--- config.mk ---
export PLATFORM = sky130hd
export DESIGN_NAME = accm_top
export DESIGN_NICKNAME = d
export VERILOG_FILES = /design/src/rtl/accm_top.v /design/src/rtl/accm_clkdiv.v
export VERILOG_INCLUDE_DIRS = /design/src /design/src/rtl
export SDC_FILE = /design/constraint.sdc
export NUM_CORES = 1
export LEC_CHECK = 0
export BUFFER_PORTS_ARGS = -buffer_cell sky130_fd_sc_hd__buf_4
export CAP_MARGIN = 15
export CORE_MARGIN = 1
export CORE_UTILIZATION = 56
export CTS_BUF_LIST = sky130_fd_sc_hd__clkbuf_4 sky130_fd_sc_hd__clkbuf_8
export CTS_CLUSTER_SIZE = 24
export DETAILED_ROUTE_END_ITERATION = 10
export PLACE_DENSITY = 0.93
export RECOVER_POWER = 100
export SLEW_MARGIN = 10
export SYNTH_ARGS = -nofsm -noshare
export SYNTH_HDL_FRONTEND = slang
export SYNTH_HIERARCHICAL = 1
export SYNTH_SLANG_ARGS = --single-unit
--- constraint.sdc ---
create_clock -name MCLK_I -period 7.5 [get_ports MCLK_I]
set_clock_uncertainty 0.05 [all_clocks]
set_input_delay 0.75 -clock MCLK_I [delete_from_list [all_inputs] [get_ports MCLK_I]]
set_output_delay 0.75 -clock MCLK_I [all_outputs]
set_load 0.02 [all_outputs]
--- src/rtl/accm_regs.vh ---
// register map, field positions and reset values of the converter clock and mode block
//
// Summary of operation
// - conversion_config bits 31-8 read zero
// - bit 7 picks low power over speed
// - bits 6-5 divide source by 1,2,4,8
// - bit 4 picks long sample time
// - bits 3-2 pick 8, 10, 12 bit width
// - bits 1-0 pick divider source clock
// - fifo_trigger_config bits 31-9 read zero
// - bit 8 enables multi conversion per trigger
// - trigger starts one, or several in fifo mode with bit 8 set
`ifndef ACCM_REGS_VH
`define ACCM_REGS_VH
`define ACCM_OFS_CONV_CFG    12'h008
`define ACCM_OFS_FIFO_TRIG   12'h00c
`define ACCM_OFS_STATUS      12'h010
`define ACCM_CONV_CFG_MASK   32'h0000_00ff
`define ACCM_FIFO_TRIG_MASK  32'h0000_0100
`define ACCM_CONV_CFG_RST    8'h00
`define ACCM_BIT_LOW_POWER   7
`define ACCM_BIT_DIV_HI      6
`define ACCM_BIT_DIV_LO      5
`define ACCM_BIT_LONG_SMP    4
`define ACCM_BIT_RES_HI      3
`define ACCM_BIT_RES_LO      2
`define ACCM_BIT_SRC_HI      1
`define ACCM_BIT_SRC_LO      0
`define ACCM_BIT_MULTI_TRIG  8
`define ACCM_SRC_BUS         2'h0
`define ACCM_SRC_BUS_HALF    2'h1
`define ACCM_SRC_ALT         2'h2
`define ACCM_SRC_ASYNC       2'h3
`define ACCM_RES_8           2'h0
`define ACCM_RES_10          2'h1
`define ACCM_RES_12          2'h2
`define ACCM_SHORT_SMP_CYC   8'h04
`define ACCM_LONG_SMP_CYC    8'h14
`endif

--- src/rtl/accm_top.v ---
// converter clock/mode configuration with apb registers and conversion sequencer
//
// The implementer's own choice: the APB register port.
`timescale 1ns/100ps
`include "accm_regs.vh"
module accm_top (
    input  wire        MCLK_I,
    input  wire        SRST_I,
    input  wire        PSEL_I,
    input  wire        PENABLE_I,
    input  wire        PWRITE_I,
    input  wire [11:0] PADDR_I,
    input  wire [31:0] PWDATA_I,
    output reg  [31:0] PRDATA_O,
    output reg         PREADY_O,
    output reg         PSLVERR_O,
    input  wire        HW_TRIGGER_I,
    input  wire        FIFO_ACTIVE_I,
    input  wire [3:0]  FIFO_DEPTH_I,
    input  wire        ALT_TICK_I,
    input  wire        ASYNC_TICK_I,
    output reg         CONV_BUSY_O,
    output reg         SAMPLE_O,
    output reg         CONV_DONE_O,
    output reg         LOW_POWER_O,
    output reg  [1:0]  RES_SEL_O
);
    localparam ST_IDLE   = 3'b001;
    localparam ST_SAMPLE = 3'b010;
    localparam ST_CONV   = 3'b100;

    reg  [7:0]  conv_cfg_q;
    reg         multi_trig_q;
    reg  [7:0]  act_cfg_q;      // snapshot used by the running conversion
    reg  [2:0]  state_q;
    reg  [7:0]  cnt_q;
    reg  [3:0]  left_q;         // conversions still owed to this trigger after the running one
    reg         trig_q;
    reg  [31:0] rdata_d;
    reg         hit_d;
    wire        tick;
    wire        setup  = PSEL_I && !PENABLE_I;
    wire        wr_acc = PSEL_I && PENABLE_I && PWRITE_I && PREADY_O;
    wire        trig_rise = HW_TRIGGER_I && !trig_q;
    wire [7:0]  smp_len = act_cfg_q[`ACCM_BIT_LONG_SMP] ? `ACCM_LONG_SMP_CYC
                                                         : `ACCM_SHORT_SMP_CYC;
    wire [7:0]  bit_len = (act_cfg_q[`ACCM_BIT_RES_HI:`ACCM_BIT_RES_LO] == `ACCM_RES_8)  ? 8'h08 :
                          (act_cfg_q[`ACCM_BIT_RES_HI:`ACCM_BIT_RES_LO] == `ACCM_RES_10) ? 8'h0a :
                                                                                     8'h0c;

    // conversion clock derived from selected source and divider of the active setup
    accm_clkdiv u_div (
        .clk_i        (MCLK_I),
        .rst_i        (SRST_I),
        .run_i        (state_q != ST_IDLE),
        .src_sel_i    (act_cfg_q[`ACCM_BIT_SRC_HI:`ACCM_BIT_SRC_LO]),
        .div_sel_i    (act_cfg_q[`ACCM_BIT_DIV_HI:`ACCM_BIT_DIV_LO]),
        .alt_tick_i   (ALT_TICK_I),
        .async_tick_i (ASYNC_TICK_I),
        .tick_o       (tick)
    );

    // read mux; reserved upper bits come back as zero
    always @* begin
        rdata_d = 32'h0000_0000;
        hit_d   = 1'b1;
        case (PADDR_I)
            `ACCM_OFS_CONV_CFG:  rdata_d = {24'h00_0000, conv_cfg_q};
            `ACCM_OFS_FIFO_TRIG: rdata_d = {23'h00_0000, multi_trig_q, 8'h00};
            `ACCM_OFS_STATUS:    rdata_d = {24'h00_0000, left_q, 1'b0, state_q};
            default:             hit_d   = 1'b0;
        endcase
    end

    // apb slave: no wait states, ready raised in the setup cycle's following edge
    always @(posedge MCLK_I) begin
        if (SRST_I) begin
            PREADY_O     <= 1'b0;
            PSLVERR_O    <= 1'b0;
            PRDATA_O     <= 32'h0000_0000;
            conv_cfg_q   <= `ACCM_CONV_CFG_RST;
            multi_trig_q <= 1'b0;
        end else begin
            PREADY_O  <= setup;
            PSLVERR_O <= setup && !hit_d;
            PRDATA_O  <= (setup && !PWRITE_I) ? rdata_d : 32'h0000_0000;
            if (wr_acc && PADDR_I == `ACCM_OFS_CONV_CFG)
                conv_cfg_q <= PWDATA_I[7:0];
            if (wr_acc && PADDR_I == `ACCM_OFS_FIFO_TRIG)
                multi_trig_q <= PWDATA_I[`ACCM_BIT_MULTI_TRIG];
        end
    end

    // sequencer: trigger edge starts one conversion, or a fifo-depth burst
    always @(posedge MCLK_I) begin
        if (SRST_I) begin
            state_q     <= ST_IDLE;
            cnt_q       <= 8'h00;
            left_q      <= 4'h0;
            trig_q      <= 1'b0;
            act_cfg_q   <= `ACCM_CONV_CFG_RST;
            CONV_BUSY_O <= 1'b0;
            SAMPLE_O    <= 1'b0;
            CONV_DONE_O <= 1'b0;
            LOW_POWER_O <= 1'b0;
            RES_SEL_O   <= 2'h0;
        end else begin
            trig_q      <= HW_TRIGGER_I;
            CONV_DONE_O <= 1'b0;
            case (state_q)
                ST_IDLE: begin
                    if (trig_rise) begin
                        act_cfg_q <= conv_cfg_q;
                        cnt_q     <= 8'h00;
                        state_q   <= ST_SAMPLE;
                        if (multi_trig_q && FIFO_ACTIVE_I && FIFO_DEPTH_I != 4'h0)
                            left_q <= FIFO_DEPTH_I - 4'h1;
                        else
                            left_q <= 4'h0;
                    end
                end
                ST_SAMPLE: begin
                    if (tick) begin
                        if (cnt_q + 8'h01 >= smp_len) begin
                            cnt_q   <= 8'h00;
                            state_q <= ST_CONV;
                        end else begin
                            cnt_q <= cnt_q + 8'h01;
                        end
                    end
                end
                ST_CONV: begin
                    if (tick) begin
                        if (cnt_q + 8'h01 >= bit_len) begin
                            cnt_q       <= 8'h00;
                            CONV_DONE_O <= 1'b1;
                            if (left_q != 4'h0) begin
                                left_q    <= left_q - 4'h1;
                                act_cfg_q <= conv_cfg_q;
                                state_q   <= ST_SAMPLE;
                            end else begin
                                state_q <= ST_IDLE;
                            end
                        end else begin
                            cnt_q <= cnt_q + 8'h01;
                        end
                    end
                end
                default: state_q <= ST_IDLE;
            endcase
            CONV_BUSY_O <= (state_q != ST_IDLE);
            SAMPLE_O    <= (state_q == ST_SAMPLE);
            LOW_POWER_O <= act_cfg_q[`ACCM_BIT_LOW_POWER];
            RES_SEL_O   <= act_cfg_q[`ACCM_BIT_RES_HI:`ACCM_BIT_RES_LO];
        end
    end
endmodule

--- src/rtl/accm_clkdiv.v ---
// conversion clock tick generator: source select and power-of-two divide
`timescale 1ns/100ps
`include "accm_regs.vh"
module accm_clkdiv (
    input  wire       clk_i,
    input  wire       rst_i,
    input  wire       run_i,
    input  wire [1:0] src_sel_i,
    input  wire [1:0] div_sel_i,
    input  wire       alt_tick_i,
    input  wire       async_tick_i,
    output reg        tick_o
);
    reg        half_q;
    reg  [2:0] cnt_q;
    reg        src_tick;
    wire [2:0] limit = (3'h1 << div_sel_i) - 3'h1;

    // pick the source pulse; the async clock arrives as a pre-synchronised tick
    always @* begin
        case (src_sel_i)
            `ACCM_SRC_BUS:      src_tick = 1'b1;
            `ACCM_SRC_BUS_HALF: src_tick = half_q;
            `ACCM_SRC_ALT:      src_tick = alt_tick_i;
            default:            src_tick = async_tick_i;
        endcase
    end

    // divide by 1,2,4,8; counter restarts when idle so the first conversion of each trigger starts aligned
    always @(posedge clk_i) begin
        if (rst_i || !run_i) begin
            half_q <= 1'b0;
            cnt_q  <= 3'h0;
            tick_o <= 1'b0;
        end else begin
            half_q <= ~half_q;
            tick_o <= 1'b0;
            if (src_tick) begin
                if (cnt_q >= limit) begin
                    cnt_q  <= 3'h0;
                    tick_o <= 1'b1;
                end else begin
                    cnt_q <= cnt_q + 3'h1;
                end
            end
        end
    end
endmodule

==> impl_metrics.env, run 1 <==
export IMPL_synth_top_family_by_area="simple AND/OR/NAND/NOR gates"
export IMPL_drt_wirelength_per_cell_um=13.8
export IMPL_clk_latency_ns=0.31
export IMPL_dr_total_vias=2275
export IMPL_grt_pass1_wl_mm=9.16
export IMPL_fp_dieH_um=72.8
export IMPL_path_class="flop to flop"
export IMPL_fp_row_count=25
export IMPL_status="complete, but fails checks"
export IMPL_grt_max_degree=32
export IMPL_synthArstFlopShare_pct=0
export IMPL_die_area_sq_um=5290
export IMPL_final_hold_viol_count=0
export IMPL_synthFlopType="dfxtp_1"
export IMPL_setup_tns_ns=0
export IMPL_crit_fanout=17
export IMPL_hold_path_class="flop to flop"
export IMPL_synth_distinct_cells=59
export IMPL_synth_adder_area_share_pct=5.35
export IMPL_cts_buffer_depth=2
export IMPL_start_kind="flop"
export IMPL_maxSlewHeadroom_pct=-66.4
export IMPL_cts_tree="yes"
export IMPL_final_cell_mix="55 x dfxtp_1, 44 x nor2_1, 31 x buf_4, 23 x conb_1"
export IMPL_fill_cells=411
export IMPL_place_ws_ns=4.61
export IMPL_syn_inst=303
export IMPL_htreeDepth=2
export IMPL_gr_total_overflow=0
export IMPL_area_delta_synth_final_pct=10.6
export IMPL_syn_area_sq_um=2800
export IMPL_max_freq_mhz=258
export IMPL_synth_top_cell_by_area="dfxtp_1"
export IMPL_clk_pin_slew_ns=0.10
export IMPL_grt_util_all_layers_pct=22.6
export IMPL_die_w_um=72.8
export IMPL_crit_required_ns=7.65
export IMPL_antennaDiodeCount=0
export IMPL_layout_commonest_cell="dfxtp_1"
export IMPL_seq_area_frac_synth_pct=39.3
export IMPL_setup_ws_ns=3.62
export IMPL_clock_sinks=55
export IMPL_r2r_slack_ns=3.62
export IMPL_synthSimpleGateAreaFrac_pct=20.4
export IMPL_final_antenna_net_count=0
export IMPL_yosysTopAreaCellShare_pct=39.3
export IMPL_ys_warn_count=6
export IMPL_ctsHoldBuffers=0
export IMPL_synth_mux_area_share_pct=6.83
export IMPL_synth_ff_latch_count=55
export IMPL_fp_coreArea_sq_um=4790
export IMPL_port_buffers=50
export IMPL_synth_xor_xnor_area_share_pct=2.45
export IMPL_routabilityCongestion=0.856
export IMPL_power_density_nw_per_um2=193
export IMPL_cts_buffers=5
export IMPL_cts_setup_buffers=0
export IMPL_synth_area_top_cells="dfxtp_1 39%, mux2i_1 6.4%, buf_4 6.4%"
export IMPL_dp_hpwl_mm=4.10
export IMPL_ios=97
export IMPL_viasPerCell=5.43
export IMPL_finalSetupViolCount=0
export IMPL_drc_errors=0
export IMPL_wirelength_mm=5.80
export IMPL_drv_slew=27
export IMPL_cp_arrival_ns=4.03
export IMPL_rsz0062_at_grt="false"
export IMPL_initial_core_util_pct=58.6
export IMPL_synth_edff_count=0
export IMPL_period_share_pct=51.7
export IMPL_synth_compound_area_share_pct=15.4
export IMPL_cts_resized_gates=0
export IMPL_first_pass_iters=5
export IMPL_period_needed_ns=3.88
export IMPL_vdd_drop_max_mv=0.137
export IMPL_cap_violations=2
export IMPL_drt_iter0_drc=167
export IMPL_cts_root_buf="clkbuf_8"
export IMPL_final_nets=420
export IMPL_worstMarginPinSlew_ns=2.47
export IMPL_drive_gt1_share_pct=15.3
export IMPL_violations="capacitance limit, slew limit"
export IMPL_grt_pass1_vias=2069
export IMPL_power_leakage_nw=1.24
export IMPL_end_kind="flop"
export IMPL_antenna_found_initial=0
export IMPL_synth_area_per_cell_sq_um=9.25
-- metrics by stage --
stage          std cells  utilization [%]  total power, mW  cell area, sq um  hold WS, ns
2_1_floorplan        325                -            0.411              2890        0.362
3_5_place_dp         411             65.2            0.435              3120        0.402
5_1_grt              419             64.8            0.625              3100        0.437
4_1_cts              419             67.3            0.602              3220        0.416
6_report             419             64.8            0.599              3100        0.413
3_3_place_gp         411             65.2            0.431              3120        0.375
-- cell usage after synthesis, drive strengths merged (2+ instances only) --
cell / count
and2: 2
nand3b: 2
a31oi: 6
mux2i: 18
a21oi: 7
nor2: 44
a22oi: 7
xor2: 3
o21ai: 4
ha: 12
a22o: 2
buf: 30
nand2b: 7
a211oi: 4
or4: 2
inv: 15
nand3: 8
o22a: 2
nor3: 12
a21bo: 2
xnor2: 4
and3: 6
nor4: 4
dfxtp: 55
nor2b: 5
a21o: 4
a32oi: 2
nand2: 13
-- state kept, by name, summed over array words and instances (netlist names), 2 cells and up --
register	count
act_cfg_q	8
left_q	4
conv_cfg_q	8
cnt_q	8
RES_SEL_O	2
state_q	3
PRDATA_O	9
u_div/cnt_q	3
-- routing by layer --
metal | routed length, um | track usage [%] | vias to the layer above | share of wire [%]
met3 | 229 | 4.97 | 15 | 3.9
met5 | 0 | 0 | - | 0
met4 | 126 | 9.80 | 0 | 2.2
li1 | - | - | 1119 | -
met1 | 2510 | 27.1 | 1075 | 43
met2 | 2930 | 38.9 | 66 | 51
-- final cells by class --
cell class / count / area (sq um) / area share, %
Multi-Input combinational cell: 223 / 1450 / 46.7
Sequential cell: 55 / 1100 / 35.5
Timing Repair Buffer: 50 / 308 / 9.93
Tap cell: 67 / 83.8 / 2.70
Clock buffer: 6 / 82.6 / 2.66
Inverter: 16 / 60.1 / 1.94
Clock inverter: 2 / 16.3 / 0.525
-- power by group --
part | switching [mW] | internal (mW) | leakage [nW] | total (mW)
clock | 0.0956 | 0.0755 | 0.0474 | 0.171
sequential | 0.0121 | 0.304 | 0.445 | 0.316
combinational | 0.0686 | 0.0427 | 0.745 | 0.111
-- worst paths after layout --
check / start / to / cells after the start
worst min register to register: u_div/half_q$_SDFF_PP0_ / u_div/half_q$_SDFF_PP0_ / 1
worst max-delay path: cnt_q[0]$_SDFFE_PP0P_ / left_q[2]$_SDFFE_PP0P_ / 7
worst max register to register: cnt_q[0]$_SDFFE_PP0P_ / left_q[2]$_SDFFE_PP0P_ / 7
worst min-delay path: u_div/half_q$_SDFF_PP0_ / u_div/half_q$_SDFF_PP0_ / 1
-- logic make-up after synthesis --
| kind of cell | count (synthesis) |
|---|---|
| adder cells (fa/ha/maj) | 12 |
| flip-flops | 55 |
| AND/OR/NAND/NOR | 111 |
| AO/OA/AOI/OAI | 51 |
| XOR/XNOR | 7 |
| multiplexers | 19 |
| other | 1 |
| buffers and inverters | 47 |
-- critical path, stage by stage, from the launching register on --
cell	delay, ns
dfxtp_1	0.49
ha_1	0.32
nand3_1	0.19
xnor2_1	0.35
a211oi_1	0.12
a31oi_1	1.58
o21ai_0	0.30
a32o_1	0.37
Power figures use the tool's default switching activity.
==> run 2: changes to the inputs <==
- CORE_UTILIZATION: 56 -> 52
- PLACE_DENSITY: 0.93 -> 0.88
- clock period: 7.5 -> 3.6 ns (I/O delays scaled with it)
==> impl_metrics.env, run 2 (synthesis results as in run 1) <==
export IMPL_r2r_cells=7
export IMPL_antenna_found_initial=0
export IMPL_grt_pass1_vias=2031
export IMPL_min_path_cells=2
export IMPL_setup_tns_ns=0
export IMPL_hold_path_class="primary input to flop"
export IMPL_setup_ws_ns=0.477
export IMPL_r2r_end="left_q[2]$_SDFFE_PP0P_"
export IMPL_maxSlewHeadroom_pct=-50.7
export IMPL_cts_buffers=5
export IMPL_path_buf_inv=0
export IMPL_vdd_drop_max_mv=0.273
export IMPL_initial_core_util_pct=54.6
export IMPL_port_buffers=50
export IMPL_dr_total_vias=2236
export IMPL_power_density_nw_per_um2=418
export IMPL_worstSetupStartpoint="cnt_q[0]$_SDFFE_PP0P_"
export IMPL_fill_cells=465
export IMPL_cts_buffer_depth=2
export IMPL_hold_ws_ns=0.228
export IMPL_r2r_slack_ns=0.48
export IMPL_final_antenna_net_count=0
export IMPL_drt_wirelength_per_cell_um=13.3
export IMPL_worstReg2RegStart="cnt_q[0]$_SDFFE_PP0P_"
export IMPL_clock_sinks=55
export IMPL_min_from="HW_TRIGGER_I"
export IMPL_area_delta_synth_final_pct=11.4
export IMPL_antennaDiodeCount=0
export IMPL_dp_hpwl_mm=4.14
export IMPL_cts_resized_gates=0
export IMPL_largest_register_ffs=9
export IMPL_finalSetupViolCount=0
export IMPL_cap_violations=1
export IMPL_place_ws_ns=0.826
export IMPL_start_kind="flop"
export IMPL_ios=97
export IMPL_cts_tree="yes"
export IMPL_cp_arrival_ns=3.28
export IMPL_die_area_sq_um=5690
export IMPL_wirelength_mm=5.60
export IMPL_clk_pin_slew_ns=0.09
export IMPL_violations="capacitance limit, slew limit"
export IMPL_drive_gt1_share_pct=15.9
export IMPL_first_pass_iters=4
export IMPL_gr_total_overflow=0
export IMPL_worstMarginPinSlew_ns=2.24
export IMPL_end_kind="flop"
export IMPL_path_class="flop to flop"
export IMPL_drv_slew=9
export IMPL_hold_path_end="trig_q$_SDFF_PP0_"
export IMPL_final_nets=420
export IMPL_rsz0062_at_grt="false"
export IMPL_period_share_pct=86.7
export IMPL_htreeDepth=2
export IMPL_grt_pass1_wl_mm=8.98
export IMPL_cpPeakStageDelay_ns=0.96
export IMPL_crit_path_cell_trace="ha_1 -> nand3_2 -> xnor2_1 -> a211oi_2 -> a31oi_2 -> o21ai_0 -> a32o_1"
export IMPL_viasPerCell=5.30
export IMPL_p_total_mw=1.31
export IMPL_seqCellArea_sq_um=1100
export IMPL_grt_util_all_layers_pct=20.9
export IMPL_ctsHoldBuffers=0
export IMPL_crit_required_ns=3.75
export IMPL_cp_top_family="compound AO/OA/AOI/OAI gates"
export IMPL_clk_latency_ns=0.31
export IMPL_dp_cells=414
export IMPL_layout_commonest_cell="dfxtp_1"
export IMPL_drc_errors=0
export IMPL_final_cells=422
export IMPL_status="complete, but fails checks"
export IMPL_drt_iter0_drc=154
export IMPL_fp_coreArea_sq_um=5140
export IMPL_final_cell_mix="55 x dfxtp_1, 44 x nor2_1, 31 x buf_4, 23 x conb_1"
export IMPL_routabilityCongestion=0.828
export IMPL_die_w_um=75.4
export IMPL_crit_fanout=17
export IMPL_fp_dieH_um=75.4
export IMPL_regMostFlops="PRDATA_O"
export IMPL_critical_path_cell_count=7
export IMPL_multiInputGateArea_sq_um=1450
export IMPL_period_needed_ns=3.12
export IMPL_power_leakage_nw=1.25
export IMPL_cts_setup_buffers=0
export IMPL_fp_row_count=26
export IMPL_cp_slowest_cell="a31oi_2"
export IMPL_grt_max_degree=32
export IMPL_cts_root_buf="clkbuf_8"
export IMPL_max_freq_mhz=320
export IMPL_final_hold_viol_count=0
run 2: metrics by stage:
| stage | util [%] | cell area [sq um] |
|---|---|---|
| 6_report | 60.8 | 3120 |
| 5_1_grt | 60.8 | 3120 |
| 4_1_cts | 63.1 | 3240 |
| 3_5_place_dp | 60.8 | 3130 |
| 3_3_place_gp | 60.8 | 3130 |
| 2_1_floorplan | - | 2890 |
run 2: where the power goes:
part           total, mW  leakage, nW  switching (mW)  internal (mW)
combinational      0.236        0.745           0.148         0.0885
clock              0.412       0.0612           0.187          0.225
sequential         0.658        0.445          0.0250          0.633
total               1.31         1.25           0.360          0.947
run 2: layout make-up:
| type | count | area share (%) |
|---|---|---|
| well taps | 70 | 2.80 |
| multi-input cells | 223 | 46.4 |
| clock buffers | 6 | 2.64 |
| inverters | 16 | 1.92 |
| flip-flops and latches | 55 | 35.2 |
| clock inverters | 2 | 1.12 |
| repair buffers | 50 | 9.85 |
run 2: routing by layer:
layer / track usage, % / part of all wire (%)
met1: 27.3 / 46
met2: 34.4 / 48
met3: 4.10 / 4.6
met4: 7.61 / 1.6
met5: 0 / 0
run 2: worst max-delay path by stage:
stage | end | slack (ns)
after floorplan | state_q[2]$_SDFFE_PP0P_ | 1.13
after global placement | cnt_q[0]$_SDFFE_PP0P_ | 0.90
after detailed placement | cnt_q[0]$_SDFFE_PP0P_ | 0.83
after CTS | cnt_q[0]$_SDFFE_PP0P_ | 0.80
after global routing | left_q[2]$_SDFFE_PP0P_ | 0.28
final | left_q[2]$_SDFFE_PP0P_ | 0.48
